$ cat config.mk
export PLATFORM = sky130hd
export DESIGN_NAME = clock_power_manager
export DESIGN_NICKNAME = d
export VERILOG_FILES = /design/src/design/clock_power_pkg.sv /design/src/design/clock_power_manager.sv /design/src/design/clock_divider.sv
export VERILOG_INCLUDE_DIRS = /design/src /design/src/design
export SDC_FILE = /design/constraint.sdc
export NUM_CORES = 1
export LEC_CHECK = 0
export ABC_AREA = 1
export BUFFER_PORTS_ARGS = -buffer_cell sky130_fd_sc_hd__buf_4
export CAP_MARGIN = 15
export CORE_UTILIZATION = 45
export CTS_CLUSTER_DIAMETER = 50
export DETAILED_ROUTE_END_ITERATION = 12
export GPL_ROUTABILITY_DRIVEN = 0
export SYNTH_ARGS = -nofsm -noshare
export SYNTH_HDL_FRONTEND = slang
export SYNTH_HIERARCHICAL = 1
export SYNTH_SLANG_ARGS = --single-unit
$ cat constraint.sdc
create_clock -name clock_i -period 2 [get_ports clock_i]
set_clock_uncertainty 0.15 [all_clocks]
set_input_delay 0.5 -clock clock_i [delete_from_list [all_inputs] [get_ports clock_i]]
set_output_delay 0.5 -clock clock_i [all_outputs]
set_load 0.05 [all_outputs]
$ cat src/design/clock_power_defines.svh
/*
 Address map, reset values and timing counts of the clock and power unit.
 Assumes inclusion by bare name from the clock_power_manager module; the package does not include it.
*/
`ifndef CLOCK_POWER_DEFINES_SVH
`define CLOCK_POWER_DEFINES_SVH

`define CPU_BASE_ADDR       32'hFFFFAC00
`define CPU_BASE_HI_LSB     8
`define CPU_OFS_SRC_SEL     8'h04
`define CPU_OFS_UART0_DIV   8'h08
`define CPU_OFS_UART1_DIV   8'h0C
`define CPU_OFS_UART2_DIV   8'h10
`define CPU_OFS_TIMER0_DIV  8'h18
`define CPU_OFS_TIMER1_DIV  8'h1C
`define CPU_OFS_TIMER2_DIV  8'h20
`define CPU_OFS_CORE_DIV    8'h28
`define CPU_OFS_POWER_CTRL  8'h2C
`define CPU_OFS_POWER_STAT  8'h30

`define CPU_RST_SRC_SEL     9'h000
`define CPU_RST_PERIPH_DIV  9'h001
`define CPU_RST_CORE_DIV    8'h01
`define CPU_CORE_FULL_SPEED 8'h01
`define CPU_CORE_HALT       8'h00
`define CPU_RST_POWER_CTRL  2'h0

`define CPU_BIT_REFRESH_EN  0
`define CPU_BIT_WATCHDOG_EN 1
`define CPU_SRC_EXT_LSB     0
`define CPU_SRC_AUX_LSB     6

`define CPU_STAB_CYCLES     6'h20

`endif

$ cat src/design/clock_power_pkg.sv
/*
 Types shared by the clock and power unit files.
 Assumes the defines header sits beside it.
*/
package clock_power_pkg;

    typedef struct packed {
        logic [31:0] addr;
        logic [31:0] wdata;
        logic        wr;
        logic        rd;
    } bus_req_s;

    typedef enum logic [3:0] {
        MODE_ACTIVE  = 4'h1,
        MODE_STANDBY = 4'h2,
        MODE_SLEEP   = 4'h4,
        MODE_WAKE    = 4'h8
    } power_mode_e;

endpackage

$ cat src/design/clock_power_manager.sv
/*
 Clock and power unit: register block, clock dividers and power-mode sequencer.
 Assumes clock_i is the undivided external clock and every input is synchronous to it.
*/
// What this block does
// - registers sit at base 0xFFFFAC00 plus offsets
// - reset enters active mode, oscillator disable low
// - core divider zero halts core clock
// - halted core also halts all peripheral clocks
// - standby: refresh on, watchdog off, oscillator runs
// - interrupt restarts core at full speed
// - sleep/stop: refresh and watchdog off, disable high
// - wake drops disable at once, then waits 32 cycles
// - low power needs watchdog off, never runs
// - refresh and watchdog as programmed while active
// - dividers for core, uarts, timers; external sources
// - core and peripheral clocks can be stopped
// - one-hot divider code, zero halts clock
// - source bit one selects external clock pin
`timescale 1ns/10ps
`include "clock_power_defines.svh"
module clock_power_manager #(
    parameter int NUM_PERIPH = 6,
    parameter int PERIPH_DIV_WIDTH = 9,
    parameter int CORE_DIV_WIDTH = 8
) (
    input  wire logic                        clock_i,
    input  wire logic                        arst_n_i,
    input  wire clock_power_pkg::bus_req_s   bus_req_i,
    output logic [31:0]                      rdata_o,
    input  wire logic                        irq_i,
    input  wire logic                        fiq_i,
    input  wire logic                        uart_ext_clk_i,
    input  wire logic                        timer_ext_clk_i,
    output logic                             core_clk_en_o,
    output logic [NUM_PERIPH-1:0]            periph_clk_en_o,
    output logic [2:0]                       aux_clk_en_o,
    output logic                             refresh_run_o,
    output logic                             watchdog_run_o,
    output logic                             osc_disable_out_o,
    output logic [3:0]                       power_mode_o
);
    if (NUM_PERIPH != 6 || PERIPH_DIV_WIDTH != 9 || CORE_DIV_WIDTH != 8)
    begin : g_bad_params
        $error("clock_power_manager: register map fixes 6 peripherals, 9-bit and 8-bit dividers");
    end

    localparam int HALF = NUM_PERIPH / 2;

    // registers
    logic [PERIPH_DIV_WIDTH-1:0] src_sel_reg;
    logic [PERIPH_DIV_WIDTH-1:0] periph_div_reg [NUM_PERIPH];
    logic [CORE_DIV_WIDTH-1:0] core_div_reg;
    logic [CORE_DIV_WIDTH-1:0] core_div_next;
    logic [1:0] power_ctrl_reg;
    logic [31:0] rdata_reg;
    clock_power_pkg::power_mode_e mode_reg;
    clock_power_pkg::power_mode_e mode_next;
    logic [5:0] stab_count_reg;
    logic [5:0] stab_count_next;
    logic [2:0] aux_en_reg;
    logic refresh_run_reg;
    logic watchdog_run_reg;
    logic osc_disable_reg;

    // address decode
    wire logic [7:0] offset = bus_req_i.addr[7:0];
    wire logic [31:0] base_addr = `CPU_BASE_ADDR;
    wire logic base_hit = (bus_req_i.addr[31:`CPU_BASE_HI_LSB] == base_addr[31:`CPU_BASE_HI_LSB]);
    wire logic wr_hit = bus_req_i.wr && base_hit;
    wire logic sel_src = (offset == `CPU_OFS_SRC_SEL);
    wire logic sel_core = (offset == `CPU_OFS_CORE_DIV);
    wire logic sel_ctrl = (offset == `CPU_OFS_POWER_CTRL);
    wire logic sel_stat = (offset == `CPU_OFS_POWER_STAT);

    function automatic logic [7:0] periph_offset(input int idx);
        case (idx)
            0: periph_offset = `CPU_OFS_UART0_DIV;
            1: periph_offset = `CPU_OFS_UART1_DIV;
            2: periph_offset = `CPU_OFS_UART2_DIV;
            3: periph_offset = `CPU_OFS_TIMER0_DIV;
            4: periph_offset = `CPU_OFS_TIMER1_DIV;
            default: periph_offset = `CPU_OFS_TIMER2_DIV;
        endcase
    endfunction

    logic [NUM_PERIPH-1:0] sel_periph;
    for (genvar i = 0; i < NUM_PERIPH; i++)
    begin : g_decode
        assign sel_periph[i] = (offset == periph_offset(i));
    end

    // state derived from registers and the interrupt inputs
    wire logic core_halted = (core_div_reg == `CPU_CORE_HALT);
    wire logic refresh_en = power_ctrl_reg[`CPU_BIT_REFRESH_EN];
    wire logic watchdog_en = power_ctrl_reg[`CPU_BIT_WATCHDOG_EN];
    wire logic wake_req = irq_i || fiq_i;
    wire logic is_active = (mode_reg == clock_power_pkg::MODE_ACTIVE);
    wire logic is_standby = (mode_reg == clock_power_pkg::MODE_STANDBY);
    wire logic [PERIPH_DIV_WIDTH-1:0] aux_bits = src_sel_reg >> `CPU_SRC_AUX_LSB;

    // read mux
    logic [31:0] periph_rd;
    always_comb
    begin
        periph_rd = 32'h0000_0000;
        for (int i = 0; i < NUM_PERIPH; i++)
        begin
            if (sel_periph[i])
            begin
                periph_rd = {{(32-PERIPH_DIV_WIDTH){1'b0}}, periph_div_reg[i]};
            end
        end
    end

    wire logic [31:0] rd_mux =
        !base_hit ? 32'h0000_0000 :
        sel_src   ? {{(32-PERIPH_DIV_WIDTH){1'b0}}, src_sel_reg} :
        sel_core  ? {{(32-CORE_DIV_WIDTH){1'b0}}, core_div_reg} :
        sel_ctrl  ? {30'h0000_0000, power_ctrl_reg} :
        sel_stat  ? {27'h000_0000, core_halted, mode_reg} :
        periph_rd;

    // power-mode sequencer
    always_comb
    begin
        mode_next = mode_reg;
        stab_count_next = stab_count_reg;
        core_div_next = core_div_reg;
        if (wr_hit && sel_core)
        begin
            core_div_next = bus_req_i.wdata[CORE_DIV_WIDTH-1:0];
        end
        case (mode_reg)
            clock_power_pkg::MODE_ACTIVE:
            begin
                if (core_halted && wake_req)
                begin
                    // halted core with watchdog on stays active; an interrupt still restarts it
                    core_div_next = `CPU_CORE_FULL_SPEED;
                end
                else if (core_halted && !watchdog_en)
                begin
                    if (refresh_en)
                    begin
                        mode_next = clock_power_pkg::MODE_STANDBY;
                    end
                    else
                    begin
                        mode_next = clock_power_pkg::MODE_SLEEP;
                    end
                end
            end
            clock_power_pkg::MODE_STANDBY:
            begin
                if (wake_req)
                begin
                    // no stabilisation: the oscillator never stopped
                    core_div_next = `CPU_CORE_FULL_SPEED;
                    mode_next = clock_power_pkg::MODE_ACTIVE;
                end
            end
            clock_power_pkg::MODE_SLEEP:
            begin
                if (wake_req)
                begin
                    stab_count_next = 6'h00;
                    mode_next = clock_power_pkg::MODE_WAKE;
                end
            end
            clock_power_pkg::MODE_WAKE:
            begin
                if (stab_count_reg == `CPU_STAB_CYCLES - 6'h01)
                begin
                    core_div_next = `CPU_CORE_FULL_SPEED;
                    mode_next = clock_power_pkg::MODE_ACTIVE;
                end
                else
                begin
                    stab_count_next = stab_count_reg + 6'h01;
                end
            end
            default:
            begin
                mode_next = clock_power_pkg::MODE_ACTIVE;
            end
        endcase
    end

    // outputs of the next mode, registered so each output is a flip-flop
    wire logic next_active = (mode_next == clock_power_pkg::MODE_ACTIVE);
    wire logic next_standby = (mode_next == clock_power_pkg::MODE_STANDBY);
    wire logic next_low_osc = (mode_next == clock_power_pkg::MODE_SLEEP);
    wire logic refresh_run_next = refresh_en && (next_active || next_standby);
    wire logic watchdog_run_next = watchdog_en && next_active;
    wire logic core_halt_next = (core_div_next == `CPU_CORE_HALT);
    wire logic [2:0] aux_en_next = core_halt_next ? 3'h0 : aux_bits[2:0];

    always_ff @(posedge clock_i or negedge arst_n_i)
    begin
        if (!arst_n_i)
        begin
            mode_reg <= clock_power_pkg::MODE_ACTIVE;
            stab_count_reg <= 6'h00;
            core_div_reg <= `CPU_RST_CORE_DIV;
            refresh_run_reg <= 1'b0;
            watchdog_run_reg <= 1'b0;
            osc_disable_reg <= 1'b0;
            aux_en_reg <= 3'h0;
        end
        else
        begin
            mode_reg <= mode_next;
            stab_count_reg <= stab_count_next;
            core_div_reg <= core_div_next;
            refresh_run_reg <= refresh_run_next;
            watchdog_run_reg <= watchdog_run_next;
            osc_disable_reg <= next_low_osc;
            aux_en_reg <= aux_en_next;
        end
    end

    // software registers
    always_ff @(posedge clock_i or negedge arst_n_i)
    begin
        if (!arst_n_i)
        begin
            src_sel_reg <= `CPU_RST_SRC_SEL;
            power_ctrl_reg <= `CPU_RST_POWER_CTRL;
        end
        else if (wr_hit)
        begin
            if (sel_src)
            begin
                src_sel_reg <= bus_req_i.wdata[PERIPH_DIV_WIDTH-1:0];
            end
            if (sel_ctrl)
            begin
                power_ctrl_reg <= bus_req_i.wdata[1:0];
            end
        end
    end

    for (genvar i = 0; i < NUM_PERIPH; i++)
    begin : g_periph_reg
        always_ff @(posedge clock_i or negedge arst_n_i)
        begin
            if (!arst_n_i)
            begin
                periph_div_reg[i] <= `CPU_RST_PERIPH_DIV;
            end
            else if (wr_hit && sel_periph[i])
            begin
                periph_div_reg[i] <= bus_req_i.wdata[PERIPH_DIV_WIDTH-1:0];
            end
        end
    end

    // read data stands only in the cycle after the strobe
    always_ff @(posedge clock_i or negedge arst_n_i)
    begin
        if (!arst_n_i)
        begin
            rdata_reg <= 32'h0000_0000;
        end
        else
        begin
            rdata_reg <= bus_req_i.rd ? rd_mux : 32'h0000_0000;
        end
    end

    // dividers
    clock_divider #(
        .WIDTH(CORE_DIV_WIDTH)
    ) u_core_div (
        .clock_i(clock_i),
        .arst_n_i(arst_n_i),
        .divisor_i(core_div_reg),
        .run_i(1'b1),
        .ext_sel_i(1'b0),
        .ext_clk_i(1'b0),
        .tick_o(core_clk_en_o)
    );

    for (genvar i = 0; i < NUM_PERIPH; i++)
    begin : g_periph_div
        clock_divider #(
            .WIDTH(PERIPH_DIV_WIDTH)
        ) u_div (
            .clock_i(clock_i),
            .arst_n_i(arst_n_i),
            .divisor_i(periph_div_reg[i]),
            .run_i(!core_halted),
            .ext_sel_i(src_sel_reg[`CPU_SRC_EXT_LSB + i]),
            .ext_clk_i(i < HALF ? uart_ext_clk_i : timer_ext_clk_i),
            .tick_o(periph_clk_en_o[i])
        );
    end

    assign rdata_o = rdata_reg;
    assign aux_clk_en_o = aux_en_reg;
    assign refresh_run_o = refresh_run_reg;
    assign watchdog_run_o = watchdog_run_reg;
    assign osc_disable_out_o = osc_disable_reg;
    assign power_mode_o = mode_reg;
endmodule

$ cat src/design/clock_divider.sv
/*
 One-hot clock divider producing a one-cycle enable pulse.
 Assumes divisor is zero or one-hot and ext_clk_i is synchronous to clock_i.
*/
`timescale 1ns/10ps
module clock_divider #(
    parameter int WIDTH = 9
) (
    input  wire logic             clock_i,
    input  wire logic             arst_n_i,
    input  wire logic [WIDTH-1:0] divisor_i,
    input  wire logic             run_i,
    input  wire logic             ext_sel_i,
    input  wire logic             ext_clk_i,
    output logic                  tick_o
);
    if (WIDTH < 1 || WIDTH > 16)
    begin : g_bad_width
        $error("clock_divider: WIDTH must be 1 to 16");
    end

    // low bits that must all be set for a divide-by-divisor pulse
    function automatic logic [WIDTH-1:0] period_mask(input logic [WIDTH-1:0] d);
        period_mask = d - {{(WIDTH-1){1'b0}}, 1'b1};
    endfunction

    logic [WIDTH-1:0] count_reg;
    logic ext_prev_reg;
    logic tick_reg;

    wire logic [WIDTH-1:0] mask = period_mask(divisor_i);
    wire logic halted = (divisor_i == '0);
    // free-running count: a new divisor takes effect on a pulse boundary of the shorter period
    wire logic int_tick = !halted && ((count_reg & mask) == mask);
    wire logic ext_tick = ext_clk_i && !ext_prev_reg;
    wire logic tick_next = run_i && (ext_sel_i ? ext_tick : int_tick);

    always_ff @(posedge clock_i or negedge arst_n_i)
    begin
        if (!arst_n_i)
        begin
            count_reg <= '0;
            ext_prev_reg <= 1'b0;
            tick_reg <= 1'b0;
        end
        else
        begin
            count_reg <= count_reg + {{(WIDTH-1){1'b0}}, 1'b1};
            ext_prev_reg <= ext_clk_i;
            tick_reg <= tick_next;
        end
    end

    assign tick_o = tick_reg;
endmodule

After elaboration in Yosys (flattened, before gate mapping)
Index checks and enable logic that the tools add are counted.
{ "op_classes": {"add_sub_neg": 15, "eq_ne": 28, "mux": 34, "bitwise": 7, "n_reduce_logical": 51} }
{ "op_table": {"columns": ["op", "n"], "rows": [
  ["$mux W32", 6],
  ["$add A9 B1 Y9 const B", 6],
  ["$and A9 B9 Y9", 6],
  ["$eq A9 B9 Y1", 6],
  ["$logic_not A9 Y1", 6],
  ["$mux W9", 6],
  ["$sub A9 B1 Y9 const B", 6],
  ["$eq A8 B6 Y1 const B", 4],
  ["$mux W8", 4],
  ["$logic_and A1 B1 Y1", 27],
  ["$eq A24 B24 Y1 const B", 1],
  ["$eq A8 B5 Y1 const B", 3],
  ["$pmux W8 S3", 1],
  ["$mux W4", 5],
  ["$eq A8 B4 Y1 const B", 2],
  ["$logic_not A8 Y1", 2],
  ["$pmux W4 S4", 1],
  ["$mux W6", 2],
  ["$pmux W6 S2", 1],
  ["$logic_not A1 Y1", 10],
  ["$add A8 B1 Y8 const B", 1],
  ["$and A8 B8 Y8", 1],
  ["$eq A4 B1 Y1 const B", 2],
  ["$eq A4 B2 Y1 const B", 2],
  ["other kinds (14)", 24]
]} }
{ "totals": {"reg_bits": 192, "in_bits": 72, "out_inout_bits": 49, "elab_cells": 167} }

Logic depth before layout (Yosys ltp)
{ "logic_depth": {"ltp_word": 13, "ltp_mapped": 13, "depth_no_buf": 13} }

Hierarchy
Netlist, hierarchy kept.
{ "by_module_without_submodules": {"columns": ["module", "instances", "cells_per_inst", "area_per_inst_um2", "seq_area_each_um2"], "rows": [
  ["clock_power_manager", 1, 599, 4972.3, 2462.4],
  ["clock_divider at g_periph_div[0].u_div ...", 5, 103, 728.2, 275.3],
  ["clock_divider at g_periph_div[3].u_div", 1, 100, 721.9, 275.3],
  ["clock_divider at u_core_div", 1, 83, 616.8, 250.2]
]} }

Worst setup path after synthesis
OpenSTA, ideal clock, no wires.
{ "synth_timing": {"path_kind": "register -> register", "from": "register mode_reg[1] (netlist: power_mode_o[1])", "to": "register aux_en_reg[0] (netlist: aux_clk_en_o[0])", "setup_ns": 0.124, "arrival_ns": 1.713, "t_required_ns": 1.726, "slack_ns": 0.013, "stages_incl_launch_ff": 13, "period_less_slack_ns": 1.987, "cell_sequence": "dfrtp_1 > nor2_1 > nand3_1 > inv_1 > nand2_1 > nand2_1 > clkinv_1 > nand2_2 > nand2_1 > nor2_2 > nand2_1 > nor2_2 > a21oi_1"} }
{ "synth_via": {"elab_chain_len": 4, "word_cells_on_any_way": 6} }
{ "synth_lines": {"columns": ["element", "line", "text"], "rows": [
  ["from (decl)", "clock_power_manager.sv:57", "clock_power_pkg::power_mode_e mode_reg;"],
  ["from (signal assigned)", "clock_power_manager.sv:203", "mode_reg <= clock_power_pkg::MODE_ACTIVE;"],
  ["from (signal assigned)", "clock_power_manager.sv:213", "mode_reg <= mode_next;"],
  ["$eq A4 B4 Y1, or another cell as far along", "clock_power_manager.sv:134", "case (mode_reg)"],
  ["$pmux W8 S3 (*)", "clock_power_manager.sv:134", null],
  ["$logic_not A8 Y1 (no source line) (*)", null, null],
  ["$mux W3 (*)", "clock_power_manager.sv:197", "wire logic [2:0] aux_en_next = core_halt_next ? 3'h0 : aux_bits[2:0];"],
  ["net aux_en_next[0]", "clock_power_manager.sv:197", null],
  ["to (signal assigned)", "clock_power_manager.sv:219", "aux_en_reg <= aux_en_next;"],
  ["to (decl)", "clock_power_manager.sv:61", "logic [2:0] aux_en_reg;"]
]} }
The timed path passes the listed nets; every way through them passes the cells marked *.
A chain may end at the register's enable or synchronous reset.

Worst setup path after layout
{ "layout_timing": {"from": "register mode_reg[0] (netlist: power_mode_o[0])", "to": "output power_mode_o[0]"} }
{ "layout_lines": {"columns": ["element", "line", "text"], "rows": [
  ["to (decl)", "clock_power_manager.sv:41", "output logic [3:0] power_mode_o"]
]} }
No word-level cell between the ends.

==> results.yml <==
run_status:
  status: "completed"
global_route:
  antenna_found_initial: 0
  grt_max_degree: 37
  use_met1_pct: 31.78
  overflow: 0
  grt_pass1_vias: 7768
  grt_use_met3_pct: 4.212
  top_usage_layer: "met2"
  grt.met2_usage_pct: 35.30
  grtUsageTotal_pct: 22.89
  grt_pass1_wl_um: 39720
floorplan:
  num_rows: 54
  dieArea_um2: 22720
  core_um2: 21760
  io_pins: 121
  initial_utilization_pct: 45.74
  die_w_um: 150.7
  chipHeight_um: 150.7
placed_design:
  port_buffers: 74
  hpwl_um: 18580
  placed_cells: 1710
clock_network:
  clock_latency_ns: 0.43
  h-tree-depth: 4
  cts_buffer_depth: 2
  cts_buffers: 17
  cts_num_sinks: 174
  cts-root-buf: "clkbuf_16"
  cts_tree: "done"
  clkTransAtPathRegs_ns: 0.07
cells_and_area:
  drive_above_1_share_pct: 22.08
  layout_common_cells: "nand2_1, inv_1, dfrtp_1"
  final_common_cell: "nand2_1"
  instances_no_fill: 1752
  syn_to_final_growth_pct: 21.54
  fill_cells: 2078
  final_net_count: 1552
  antennaDiodeCount: 0
yosys:
  synth_top_area_share_pct: 41.74
  syn-instance-count: 1297
  ys_warn_count: 6
  synth_seq_cells: 174
  postSynthAreaPerCell_um2: 7.673
  yosysTopAreaCell: "dfrtp_1"
  synth_cell_types: 38
  syn_area_um2: 9952
  ys_seq_area_share_pct: 43.85
  synth_area_leaders: "dfrtp_1, nand2_1, inv_1"
sta:
  slew_viol_final: 0
  max_freq_mhz: 506.1
  final-hold-violation-count: 0
  timing.hold.ws_ns: 0.07922
  setup_viol_count_final: 0
  rsz0062_at_grt: "true"
  final.min_clock_period_ns: 1.976
  post-route-period-util_pct: 98.79
power:
  p_leak_uw: 0.006262
  vdd.ir_drop.worst_uv: 470.1
  p_per_area_nw_per_um2: 592.7
detailed_routing:
  ant_nets: 0
  wl_per_cell_um: 13.89
  vias_per_cell: 4.829
  wirelength_um: 24340
  post-route-drc-count: 0
  first_pass_iters: 5
  drtIter0Drc: 523
  num_vias: 8460
setup_path:
  reg2regPathDepth: 10
  startpoint_type: "flop"
  end_kind: "output port"
  worstPathRequired_ns: 1.35
  crit_type: "flop to output port"
  cp_max_fo: 6
  crit_arrival_ns: 1.33
min_path:
  worstHoldPathCells: 1
  hp-class: "input port to flop"
flow_run:
  max_cap_viol_count: 0
[synthesized netlist by cell type (all sizes together)]
cell / count
nand3: 118
o21ai: 110
nor2: 141
or2: 2
clkinv: 4
dfrtp: 166
dfstp: 8
a21oi: 44
and3: 1
nor4: 2
nand2: 344
conb: 2
inv: 208
nand4: 24
o21bai: 7
nor3: 10
buf: 32
ha: 21
o22ai: 4
xor2: 48
clkbuf: 1
[cell families after synthesis]
logic type	after synthesis	synth area share, %
buf+inv	245	10.72
fa+ha+maj	21	2.640
simple gates	642	28.83
other cells	2	0.07546
flops	174	43.85
compound gates	165	9.655
xor+xnor	48	4.224
[layout make-up]
type	instances	area, µm²	area share [%]
clock buffer	19	442.9	3.662
clock inverter	13	128.9	1.065
inverter	212	804.5	6.651
multi-input combinational	904	4782	39.54
sequential	174	4367	36.10
tap	280	350.3	2.896
timing repair buffer	150	1220	10.09
[per-stage QoR]
step	total power (µW)	setup WS (ns)	setup TNS, ns	area [µm²]	utilization [%]
after floorplan	3787	0.01298	0	10050	-
after global placement	3995	-0.2003	-3.292	11280	51.83
after detailed placement	3999	-0.2502	-4.471	11280	51.83
after CTS	7254	0.01011	0	11870	54.57
after global routing	7429	-0.02512	-0.1040	12100	55.60
final	7169	0.02428	0	12100	55.60
[layer usage]
metal | routed length, µm | share of wire, % | vias to the layer above
li1 | - | - | 4364
met1 | 11680 | 48 | 3904
met2 | 10980 | 45 | 159
met3 | 986 | 4.1 | 33
met4 | 685 | 2.8 | 0
met5 | 0 | 0 | -
[power by group]
part	switching, µW	total, µW	internal, µW
registers	1.67	3530	3530
clock network	1460	3240	1780
logic	286	402	116
total	1750	7170	5420
[critical path, cell delays in order (launching register included)]
cell	delay, ns
dfstp_2	0.59
buf_4	0.13
buf_4	0.18
[repair_timing]
action | 4_1_cts | 5_1_grt
pin swaps | 0 | 18
hold buffers | 1 | 0
hold endpoints to repair | 22 | 0
endpoints found under the setup margin | 3 | 11
gates resized for setup | 3 | 43
setup buffers | 0 | 9
[path summary, 6_finish.rpt]
path,from,endpoint,slack [ns]
setup / recovery,power_mode_o[0],power_mode_o[0],0.02
hold / removal,timer_ext_clk_i,g_periph_div[4].u_div/ext_prev_reg,0.08
setup reg to reg,core_div_reg[5],aux_clk_en_o[1],0.08
hold reg to reg,g_periph_div[2].u_div/count_reg[0],g_periph_div[2].u_div/count_reg[0],0.33
max in group asynchronous,arst_n_i,power_mode_o[0],0.69
min in group asynchronous,arst_n_i,g_periph_div[0].u_div/count_reg[2],0.40
No activity file was read; power rests on OpenSTA's default activity.
